--- src/hw/dsc_defs.svh ---
// Constants of the display scroll, sync and access command block
`ifndef DSC_DEFS_SVH
`define DSC_DEFS_SVH
// Command codes
`define DSC_CMD_FRAME_MEMORY_READ 8'h2E
`define DSC_CMD_SCROLL_AREA_DEFINE 8'h33
`define DSC_CMD_SYNC_OUTPUT_OFF 8'h34
`define DSC_CMD_SYNC_OUTPUT_ON 8'h35
`define DSC_CMD_MEMORY_ACCESS_CONTROL 8'h36
// Number of parameters per command
`define DSC_NPAR_SCROLL 3'h6
`define DSC_NPAR_ONE 3'h1
// Reset values
`define DSC_RST_TOP_FIXED 9'h000
`define DSC_RST_SCROLL_AREA 9'h186
`define DSC_RST_BOTTOM_FIXED 9'h000
`define DSC_RST_MAC 8'h00
// Memory access control bit positions
`define DSC_MAC_ROW_REV 7
`define DSC_MAC_COL_REV 6
`define DSC_MAC_SWAP 5
`define DSC_MAC_LINE_DIR 4
`define DSC_MAC_BGR 3
`define DSC_MAC_COL_DIR 2
`define DSC_MAC_HSCROLL 1
// Sync output mode bit position in the sync on parameter
`define DSC_SYNC_KIND_BIT 0
// Frame memory geometry: last column and last row index
`define DSC_COL_LAST 9'h167
`define DSC_ROW_LAST 9'h185
// Read stream
`define DSC_READ_DUMMY 8'h00
`define DSC_BYTE_DUMMY 2'h0
`define DSC_BYTE_RED 2'h1
`define DSC_BYTE_GREEN 2'h2
`define DSC_BYTE_BLUE 2'h3
// Pin synchroniser width and idle level (strobes idle high)
`define DSC_SYNC_W 11
`define DSC_SYNC_IDLE 11'h7FF
`endif

--- src/hw/dsc_pkg.sv ---
// Types of the display scroll, sync and access command block
package dsc_pkg;
   typedef enum logic [2:0] {
      ST_IDLE = 3'b001,
      ST_PARAM = 3'b010,
      ST_READ = 3'b100
   } dsc_state_type;

   typedef struct packed {
      dsc_state_type state;
      logic [7:0] cmd;
      logic [2:0] pidx;
      logic [8:0] top_fixed_lines;
      logic [8:0] scroll_area_lines;
      logic [8:0] bottom_fixed_lines;
      logic [7:0] mac;
      logic sync_en;
      logic sync_output_kind;
      logic frame_sync;
      logic [8:0] x;
      logic [8:0] y;
      logic [8:0] col;
      logic [8:0] row;
      logic [1:0] byte_idx;
      logic [17:0] pix;
      logic load_pend;
      logic fm_rd;
      logic [7:0] dout;
      logic doe;
      logic prev_wr;
      logic prev_rd;
   } dsc_regs_type;
endpackage

--- src/hw/dsc_sync2.sv ---
// Two-flop synchroniser for the command interface pins
`timescale 1ns/100ps
`include "dsc_defs.svh"
module dsc_sync2 (
   input wire logic clk_i,
   input wire logic reset_n_i,
   input wire logic [`DSC_SYNC_W-1:0] d_i,
   output logic [`DSC_SYNC_W-1:0] q_o
);
   logic [`DSC_SYNC_W-1:0] meta_r;

   // First stage feeds only the second; idle high so no false edge at reset
   always_ff @(posedge clk_i or negedge reset_n_i) begin
      if (!reset_n_i) begin
         meta_r <= `DSC_SYNC_IDLE;
         q_o <= `DSC_SYNC_IDLE;
      end else begin
         meta_r <= d_i;
         q_o <= meta_r;
      end
   end
endmodule

--- src/hw/dsc_top.sv ---
// Command interpreter for frame read, scroll area, sync output, access ctrl
`timescale 1ns/100ps
`include "dsc_defs.svh"
module dsc_top
   import dsc_pkg::*;
(
   input wire logic CLK_I,
   input wire logic RESET_N_I,
   input wire logic SOFT_RESET_I,
   input wire logic WR_N_I,
   input wire logic RD_N_I,
   input wire logic DATA_COMMAND_SELECT_I,
   input wire logic [7:0] DATA_I,
   output logic [7:0] DATA_O,
   output logic DATA_OE_O,
   input wire logic VBLANK_I,
   input wire logic HBLANK_I,
   input wire logic SLEEP_I,
   output logic FRAME_SYNC_O,
   output logic [8:0] FM_COL_O,
   output logic [8:0] FM_ROW_O,
   output logic FM_RD_O,
   input wire logic [17:0] FM_DATA_I,
   output logic [8:0] TOP_FIXED_LINES_O,
   output logic [8:0] SCROLL_AREA_LINES_O,
   output logic [8:0] BOTTOM_FIXED_LINES_O,
   output logic [7:0] MEMORY_ACCESS_CONTROL_O
);
   dsc_regs_type st_r;
   dsc_regs_type st_nxt;
   logic [`DSC_SYNC_W-1:0] pin_s;
   logic s_wr;
   logic s_rd;
   logic s_dcx;
   logic [7:0] s_data;
   logic wr_rise;
   logic rd_rise;
   logic cmd_stb;
   logic par_stb;
   logic [8:0] x_last;
   logic [8:0] y_last;
   logic [8:0] ax;
   logic [8:0] ay;
   logic [17:0] pix_in;

   // Pins are asynchronous to the core clock
   dsc_sync2 u_sync (
      .clk_i(CLK_I),
      .reset_n_i(RESET_N_I),
      .d_i({WR_N_I, RD_N_I, DATA_COMMAND_SELECT_I, DATA_I}),
      .q_o(pin_s)
   );

   // Strobe edges seen after synchronisation
   assign s_wr = pin_s[10];
   assign s_rd = pin_s[9];
   assign s_dcx = pin_s[8];
   assign s_data = pin_s[7:0];
   assign wr_rise = s_wr & ~st_r.prev_wr;
   assign rd_rise = s_rd & ~st_r.prev_rd;
   assign cmd_stb = wr_rise & ~s_dcx;
   assign par_stb = wr_rise & s_dcx;

   // Logical scan limits swap with the row/column exchange
   assign x_last = st_r.mac[`DSC_MAC_SWAP] ? `DSC_ROW_LAST : `DSC_COL_LAST;
   assign y_last = st_r.mac[`DSC_MAC_SWAP] ? `DSC_COL_LAST : `DSC_ROW_LAST;

   // Subpixel order applied as the pixel is fetched
   assign pix_in = st_r.mac[`DSC_MAC_BGR] ?
      {FM_DATA_I[5:0], FM_DATA_I[11:6], FM_DATA_I[17:12]} : FM_DATA_I;

   // Next state of the whole block
   always_comb begin
      st_nxt = st_r;
      ax = 9'h000;
      ay = 9'h000;
      st_nxt.prev_wr = s_wr;
      st_nxt.prev_rd = s_rd;
      st_nxt.fm_rd = 1'b0;
      // Sync pin: timing never looks at the refresh line direction bit
      st_nxt.frame_sync = st_r.sync_en & ~SLEEP_I &
         (VBLANK_I | (st_r.sync_output_kind & HBLANK_I));
      // Fetched word lands one cycle after the address moved
      if (st_r.load_pend) begin
         st_nxt.pix = pix_in;
         st_nxt.load_pend = 1'b0;
      end
      if (cmd_stb) begin
         // A fresh command ends a read burst; a read command restarts it
         st_nxt.cmd = s_data;
         st_nxt.pidx = 3'h0;
         st_nxt.state = ST_PARAM;
         unique case (s_data)
            `DSC_CMD_FRAME_MEMORY_READ: begin
               st_nxt.state = ST_READ;
               st_nxt.x = 9'h000;
               st_nxt.y = 9'h000;
               st_nxt.byte_idx = `DSC_BYTE_DUMMY;
               st_nxt.dout = `DSC_READ_DUMMY;
               st_nxt.load_pend = 1'b1;
               st_nxt.fm_rd = 1'b1;
            end
            `DSC_CMD_SYNC_OUTPUT_OFF: begin
               st_nxt.state = ST_IDLE;
               st_nxt.sync_en = 1'b0;
            end
            `DSC_CMD_SCROLL_AREA_DEFINE,
            `DSC_CMD_SYNC_OUTPUT_ON,
            `DSC_CMD_MEMORY_ACCESS_CONTROL: begin
               st_nxt.state = ST_PARAM;
            end
            default: begin
               st_nxt.state = ST_IDLE;
            end
         endcase
      end else if (par_stb && st_r.state == ST_PARAM) begin
         // Parameters are taken in order; extras are ignored
         st_nxt.pidx = st_r.pidx + 3'h1;
         unique case (st_r.cmd)
            `DSC_CMD_SCROLL_AREA_DEFINE: begin
               // Only the geometry is stored; no scroll is started
               unique case (st_r.pidx)
                  3'h0: st_nxt.top_fixed_lines[8] = s_data[0];
                  3'h1: st_nxt.top_fixed_lines[7:0] = s_data;
                  3'h2: st_nxt.scroll_area_lines[8] = s_data[0];
                  3'h3: st_nxt.scroll_area_lines[7:0] = s_data;
                  3'h4: st_nxt.bottom_fixed_lines[8] = s_data[0];
                  3'h5: st_nxt.bottom_fixed_lines[7:0] = s_data;
                  default: st_nxt.pidx = st_r.pidx;
               endcase
               if (st_r.pidx == `DSC_NPAR_SCROLL - 3'h1) begin
                  st_nxt.state = ST_IDLE;
               end
            end
            `DSC_CMD_SYNC_OUTPUT_ON: begin
               st_nxt.sync_en = 1'b1;
               st_nxt.sync_output_kind = s_data[`DSC_SYNC_KIND_BIT];
               st_nxt.state = ST_IDLE;
            end
            `DSC_CMD_MEMORY_ACCESS_CONTROL: begin
               // Bit 0 is unused and kept at zero
               st_nxt.mac = {s_data[7:1], 1'b0};
               st_nxt.state = ST_IDLE;
            end
            default: begin
               st_nxt.state = ST_IDLE;
            end
         endcase
      end else if (rd_rise && st_r.state == ST_READ) begin
         // Each read strobe moves to the next byte of the stream
         unique case (st_r.byte_idx)
            `DSC_BYTE_DUMMY, `DSC_BYTE_BLUE: begin
               st_nxt.byte_idx = `DSC_BYTE_RED;
               st_nxt.dout = {st_r.pix[17:12], 2'b00};
            end
            `DSC_BYTE_RED: begin
               st_nxt.byte_idx = `DSC_BYTE_GREEN;
               st_nxt.dout = {st_r.pix[11:6], 2'b00};
            end
            `DSC_BYTE_GREEN: begin
               // Last subpixel out: step the pointer and fetch ahead
               st_nxt.byte_idx = `DSC_BYTE_BLUE;
               st_nxt.dout = {st_r.pix[5:0], 2'b00};
               st_nxt.load_pend = 1'b1;
               st_nxt.fm_rd = 1'b1;
               if (st_r.x == x_last) begin
                  st_nxt.x = 9'h000;
                  st_nxt.y = (st_r.y == y_last) ? 9'h000 : st_r.y + 9'h001;
               end else begin
                  st_nxt.x = st_r.x + 9'h001;
               end
            end
         endcase
      end
      // Physical address from logical pointers and access control
      ax = st_r.mac[`DSC_MAC_COL_REV] ? x_last - st_nxt.x : st_nxt.x;
      ay = st_r.mac[`DSC_MAC_ROW_REV] ? y_last - st_nxt.y : st_nxt.y;
      st_nxt.col = st_r.mac[`DSC_MAC_SWAP] ? ay : ax;
      st_nxt.row = st_r.mac[`DSC_MAC_SWAP] ? ax : ay;
      // Bus driven only while the host strobes a read
      st_nxt.doe = (st_nxt.state == ST_READ) & ~s_rd;
      // Soft reset restores geometry and sync, but keeps access control
      if (SOFT_RESET_I) begin
         st_nxt.state = ST_IDLE;
         st_nxt.top_fixed_lines = `DSC_RST_TOP_FIXED;
         st_nxt.scroll_area_lines = `DSC_RST_SCROLL_AREA;
         st_nxt.bottom_fixed_lines = `DSC_RST_BOTTOM_FIXED;
         st_nxt.sync_en = 1'b0;
         st_nxt.sync_output_kind = 1'b0;
         st_nxt.frame_sync = 1'b0;
         st_nxt.doe = 1'b0;
      end
   end

   // Frame memory itself lives outside and is never touched by reset
   always_ff @(posedge CLK_I or negedge RESET_N_I) begin
      if (!RESET_N_I) begin
         st_r <= '0;
         st_r.state <= ST_IDLE;
         st_r.top_fixed_lines <= `DSC_RST_TOP_FIXED;
         st_r.scroll_area_lines <= `DSC_RST_SCROLL_AREA;
         st_r.bottom_fixed_lines <= `DSC_RST_BOTTOM_FIXED;
         st_r.mac <= `DSC_RST_MAC;
         st_r.prev_wr <= 1'b1;
         st_r.prev_rd <= 1'b1;
      end else begin
         st_r <= st_nxt;
      end
   end

   // Outputs straight from the state flops
   assign DATA_O = st_r.dout;
   assign DATA_OE_O = st_r.doe;
   assign FRAME_SYNC_O = st_r.frame_sync;
   assign FM_COL_O = st_r.col;
   assign FM_ROW_O = st_r.row;
   assign FM_RD_O = st_r.fm_rd;
   assign TOP_FIXED_LINES_O = st_r.top_fixed_lines;
   assign SCROLL_AREA_LINES_O = st_r.scroll_area_lines;
   assign BOTTOM_FIXED_LINES_O = st_r.bottom_fixed_lines;
   assign MEMORY_ACCESS_CONTROL_O = st_r.mac;
endmodule
--- config.mk ---
export PLATFORM = sky130hd
export DESIGN_NAME = dsc_top
export DESIGN_NICKNAME = d
export VERILOG_FILES = /design/src/hw/dsc_pkg.sv /design/src/hw/dsc_sync2.sv /design/src/hw/dsc_top.sv
export VERILOG_INCLUDE_DIRS = /design/src /design/src/hw
export SDC_FILE = /design/constraint.sdc
export NUM_CORES = 1
export LEC_CHECK = 0
export BUFFER_PORTS_ARGS = -buffer_cell sky130_fd_sc_hd__buf_2
export CORE_MARGIN = 2
export CORE_UTILIZATION = 55
export DETAILED_ROUTE_END_ITERATION = 12
export HOLD_SLACK_MARGIN = 0.03
export MAX_ROUTING_LAYER = met4
export PLACE_DENSITY = 0.83
export SLEW_MARGIN = 30
export SYNTH_ARGS = -nofsm -noshare
export SYNTH_HDL_FRONTEND = slang
export SYNTH_SLANG_ARGS = --single-unit
--- constraint.sdc ---
create_clock -name CLK_I -period 7.8 [get_ports CLK_I]
set_clock_uncertainty 0.05 [all_clocks]
set_input_delay 0.39 -clock CLK_I [delete_from_list [all_inputs] [get_ports CLK_I]]
set_output_delay 0.39 -clock CLK_I [all_outputs]
set_load 0.005 [all_outputs]
# After elaboration in Yosys (flattened, before gate mapping)
# Cells that the tools add are included.
[word_totals]
out_inout_bits = 64
romBits = 0
elab_cells = 155
reg_bits = 142
mem_count = 0
in_bits = 35
ramBits = 0
latchBits = 0
[classes]
reduce_logical = 31
mul = 0
n_addsub = 5
n_eq_ne = 26
order_cmp = 0
div = 0
shift = 0
mux = 51
n_bitwise = 15
[op_table]
columns = ["cell", "count"]
rows = [
  ["2-to-1 mux 18 bit", 6],
  ["equality test 8 x 6 -> 1 bit, second input constant", 8],
  ["2-to-1 mux 9 bit", 7],
  ["2-to-1 mux 8 bit", 6],
  ["2-to-1 mux 10 bit", 4],
  ["2-to-1 mux 40 bit", 1],
  ["2-to-1 mux 35 bit", 1],
  ["2-to-1 mux 30 bit", 1],
  ["2-to-1 mux 27 bit", 1],
  ["2-to-1 mux 3 bit", 8],
  ["one-hot mux 8 bit (3 select lines)", 1],
  ["AND reduction 4 bit", 6],
  ["nonzero test 2 bit", 11],
  ["adder 9 x 1 -> 9 bit, second input constant", 2],
  ["equality test 9 bit", 2],
  ["subtractor 9 bit", 2],
  ["equality test 3 bit, second input constant", 4],
  ["2-to-1 mux 2 bit", 6],
  ["AND reduction 3 bit", 4],
  ["equality test 3 x 2 -> 1 bit, second input constant", 3],
  ["bitwise AND 1 bit", 8],
  ["2-to-1 mux 1 bit", 7],
  ["inverter 1 bit", 6],
  ["one-hot mux 2 bit (3 select lines)", 1],
  ["other kinds (18)", 22],
]

# Longest topological paths before layout
[logic_depth]
depth_word = 11
mapped_depth = 16
depth_no_buf = 15

# By module
# Synthesis repeated with hierarchy kept, for this count alone.
[hier_totals]
hier_cells = 774
area_unflattened_um2 = 7437.1
[by_module_without_submodules]
columns = ["module", "area_each_um2", "seq_area_each_um2", "instances", "cells_per_inst"]
rows = [
  ["dsc_top", 6859.1, 2936.6, 1, 752],
  ["dsc_sync2", 578.1, 578.1, 1, 22],
]

# Worst setup path after synthesis
# OpenSTA, ideal clock, no wires.
[synth_timing]
path_type = "reg-to-reg"
startpoint = "register st_r[31] (netlist bit)"
endpoint = "register st_r (netlist bit FM_ROW_O[7])"
arrival_ns = 3.190
setup_time_ns = 0.081
period_less_slack_ns = 3.321
t_required_ns = 7.669
n_path_buf = 1
path_stages_with_launch = 16
setup_slack_ns = 4.479
cell_sequence = "dfrtp_1 inv_1 ha_1 clkbuf_1 and2_1 nand2_1 or3_1 nor3_1 nor3b_1 a21oi_1 ha_1 nand3b_1 o41ai_1 mux2i_1 o211ai_1 mux2i_1"
[synth_rtl]
columns = ["element", "line_no", "source"]
rows = [
  ["start, declared", "dsc_top.sv:29", "dsc_regs_type st_r;"],
  ["start signal, assigned", "dsc_top.sv:207", "st_r <= st_nxt;"],
]

==> impl_metrics.yaml <==
run_status:
  status: "complete, no violations"
sta:
  setup_violations: 0
  tightestPinTransition_ns: 0.7042
  rsz0062_at_grt: "no"
  fin_crit_ns: 3.888
  fin_crit_sh: 0.4985
  max_freq_mhz: 257.2
  relSlewSlack: 0.5277
  hold_violations: 0
  drv_slew: 0
  setup_tns_ns: 0
min_path:
  worstHoldPathType: "in -> reg"
drt:
  vias: 5687
  wirelength_um: 17050
  firstDrtPassIters: 5
  met2WireLength_um: 8645
  vias_per_cell: 5.924
  ant_nets: 0
  drc: 0
  wl_met3_um: 1030
  topRoutingLayerUsed: "met4"
  wl_met1_um: 6966
  drt_iter0_markers: 437
  wl_per_cell_um: 17.76
placement:
  portBuffers: 95
  place_congestion: 0.8991
  hpwl_um: 11720
logic_synthesis:
  postSynthAreaPerCell_um2: 9.861
  ys_types: 69
  synth_ff_type: "dfrtp_1"
  async_flop_share: 1.000
  synth-seq-cells: 139
  yosys_warnings: 0
  seq_area_frac_synth: 0.4862
  syn_inst: 733
  synth_edf_count: 0
  syn_area_um2: 7228
cells_and_area:
  finalNetCount: 829
  layout_common_cells: "dfrtp_1, nand2_1, buf_2"
  drive_gt1_frac: 0.2398
  syn_to_final_growth_pct: 12.10
  final_common_cell: "dfrtp_1"
  final_core_util: 0.6369
  antennaDiodeCount: 0
clocking:
  cts_tree: "built"
  numCtsBuffers: 17
  cts_resized: 0
  htree_levels: 4
  clockBufferDepth: 2
  clock-sinks: 139
  clk_latency_ns: 0.42
  clk_pin_slew_worst_paths_ns: 0.06
  cts_root_buf: "clkbuf_16"
global_route:
  grt_max_degree: 73
  overflow: 0
  track_usage: 0.2582
  antenna_found_initial: 0
  grt_pass1_vias: 5708
  grt_pass1_wl_um: 27910
worst_setup_path:
  crit_arrival_ns: 4.12
  crit_path_end_kind: "flip-flop"
  worstSetupStartpointType: "flip-flop"
  cp_max_fo: 5
  critPathRequiredTime_ns: 8.04
  critPathKind: "reg -> reg"
  worstPathCellList: "or4b_4 -> nor3_1 -> and3_1 -> nand3_1 -> xor2_1 -> o21ai_0 -> inv_1 -> ha_1 -> a21oi_1 -> o311ai_1 -> a21o_1 -> a21oi_1 -> a211oi_1"
  cpMaxStageDelayCell: "dfstp_2"
  crit_path_max_incr_delay_ns: 0.54
  crit_path_frequent_cell: "a21oi_1"
die:
  std_cell_rows: 41
  initial_core_util: 0.5682
  dieArea_um2: 14080
  core-area_um2: 12720
  die_h_um: 118.6
  fp.dieW_um: 118.6
  pin_count: 99
power:
  p_leak_uw: 0.003764
  irDropWorstVdd_mv: 0.1797
  power_density_nw_per_um2: 208.8
flow_run:
  maxCapViolations: 0
## report_power, final
| group | switching (uW) | leakage, uW | internal, uW | total [uW] |
|---|---|---|---|---|
| clock | 291 | 0.000286 | 494 | 785 |
| combinational | 86.5 | 0.00171 | 50.4 | 137 |
| sequential | 20.7 | 0.00176 | 749 | 770 |
## cells in the mapped netlist (4+ instances only)
library cell | instances | area, um2
dfrtp_1 | 110 | 2753
nand2_1 | 102 | 382.9
buf_4 | 62 | 465.5
a21oi_1 | 49 | 245.2
nand3_1 | 39 | 195.2
o21ai_0 | 32 | 160.2
mux2i_1 | 30 | 300.3
nor2_1 | 30 | 112.6
dfstp_2 | 29 | 762.0
clkbuf_1 | 23 | 86.33
inv_1 | 20 | 75.07
ha_1 | 19 | 237.7
mux2_2 | 17 | 191.4
nor3_1 | 12 | 60.06
nand4_1 | 10 | 62.56
xnor2_1 | 9 | 78.83
o211ai_1 | 8 | 60.06
a22oi_1 | 7 | 52.55
nor3b_1 | 7 | 52.55
a31oi_1 | 6 | 37.54
and3_1 | 6 | 37.54
nor2b_1 | 6 | 37.54
a211oi_1 | 5 | 37.54
nand3b_1 | 5 | 37.54
nor4_1 | 5 | 31.28
o21ai_1 | 5 | 25.02
xor2_1 | 5 | 43.79
and2_1 | 4 | 25.02
buf_1 | 4 | 15.01
o31ai_1 | 4 | 30.03
or3_1 | 4 | 25.02
## critical path, delay by kind of cell (launching register included)
kind                     cells  cell delay, ns
XOR/XNOR                     1            0.15
AND/OR/NAND/NOR              4            1.29
adder cells (fa/ha/maj)      1            0.35
buffers and inverters        1            0.11
flip-flops                   1            0.54
AO/OA/AOI/OAI                6            1.26
## per-stage QoR
step                hold WS (ns)  cell area (um2)  setup slack (ns)  std cells  power [uW]
floorplan                0.04441             7236             4.479        735       857.7
global placement          0.2960             7398             4.203        916       904.9
detailed placement        0.2968             7398             4.085        916       911.6
CTS                      0.05605             8092             4.041        960        1700
global route             0.05433             8103             3.653        960        1756
finish                   0.07345             8103             3.912        960        1692
## worst paths after layout
check	start	end	slack, ns	cells after the start
max	u_sync.q_o[9]	FM_ROW_O[8]	3.91	13
min reg2reg	u_sync.meta_r[0]	u_sync.q_o[0]	0.30	0
max in group asynchronous	RESET_N_I	FM_RD_O	6.16	3
min	SLEEP_I	FRAME_SYNC_O	0.07	2
min in group asynchronous	RESET_N_I	st_r[22]	0.49	2
max reg2reg	u_sync.q_o[9]	FM_ROW_O[8]	3.91	13
## routing by layer
metal / up-vias / global-route usage
li1: 2615 / -
met3: 43 / 0.05598
met5: - / -
met4: 0 / 0.1086
met2: 237 / 0.4177
met1: 2792 / 0.3137
## layout make-up
cell class                 instances  area, um2
clock inverter                     7      87.58
multi-input combinational        483       3073
inverter                          22      82.58
fill                            1056       4619
clock buffer                      25      485.5
tap                              172      215.2
sequential                       139       3516
timing repair buffer             112      643.1
## state kept, by name (all words and copies together) (netlist names)
| register | count |
|---|---|
| BOTTOM_FIXED_LINES_O | 9 |
| DATA_O | 6 |
| DATA_OE_O | 1 |
| FM_COL_O | 9 |
| FM_RD_O | 1 |
| FM_ROW_O | 9 |
| FRAME_SYNC_O | 1 |
| MEMORY_ACCESS_CONTROL_O | 7 |
| SCROLL_AREA_LINES_O | 9 |
| TOP_FIXED_LINES_O | 9 |
| st_r | 56 |
| u_sync.meta_r | 11 |
| u_sync.q_o | 11 |
## kinds of logic after synthesis
| family | share of synthesized area |
|---|---|
| flops | 0.4862 |
| mux | 0.06803 |
| fa+ha+maj | 0.03289 |
| compound gates | 0.1222 |
| xor+xnor | 0.01696 |
| other cells | 0.0005188 |
| buf+inv | 0.09122 |
| simple gates | 0.1819 |
## what timing repair did
| item | 4_1_cts | 5_1_grt |
|---|---|---|
| buffers inserted | 0 | 0 |
| hold buffers | 12 | 0 |
| endpoints found under the hold margin | 66 | 0 |
No activity file was read; power rests on OpenSTA's default activity.
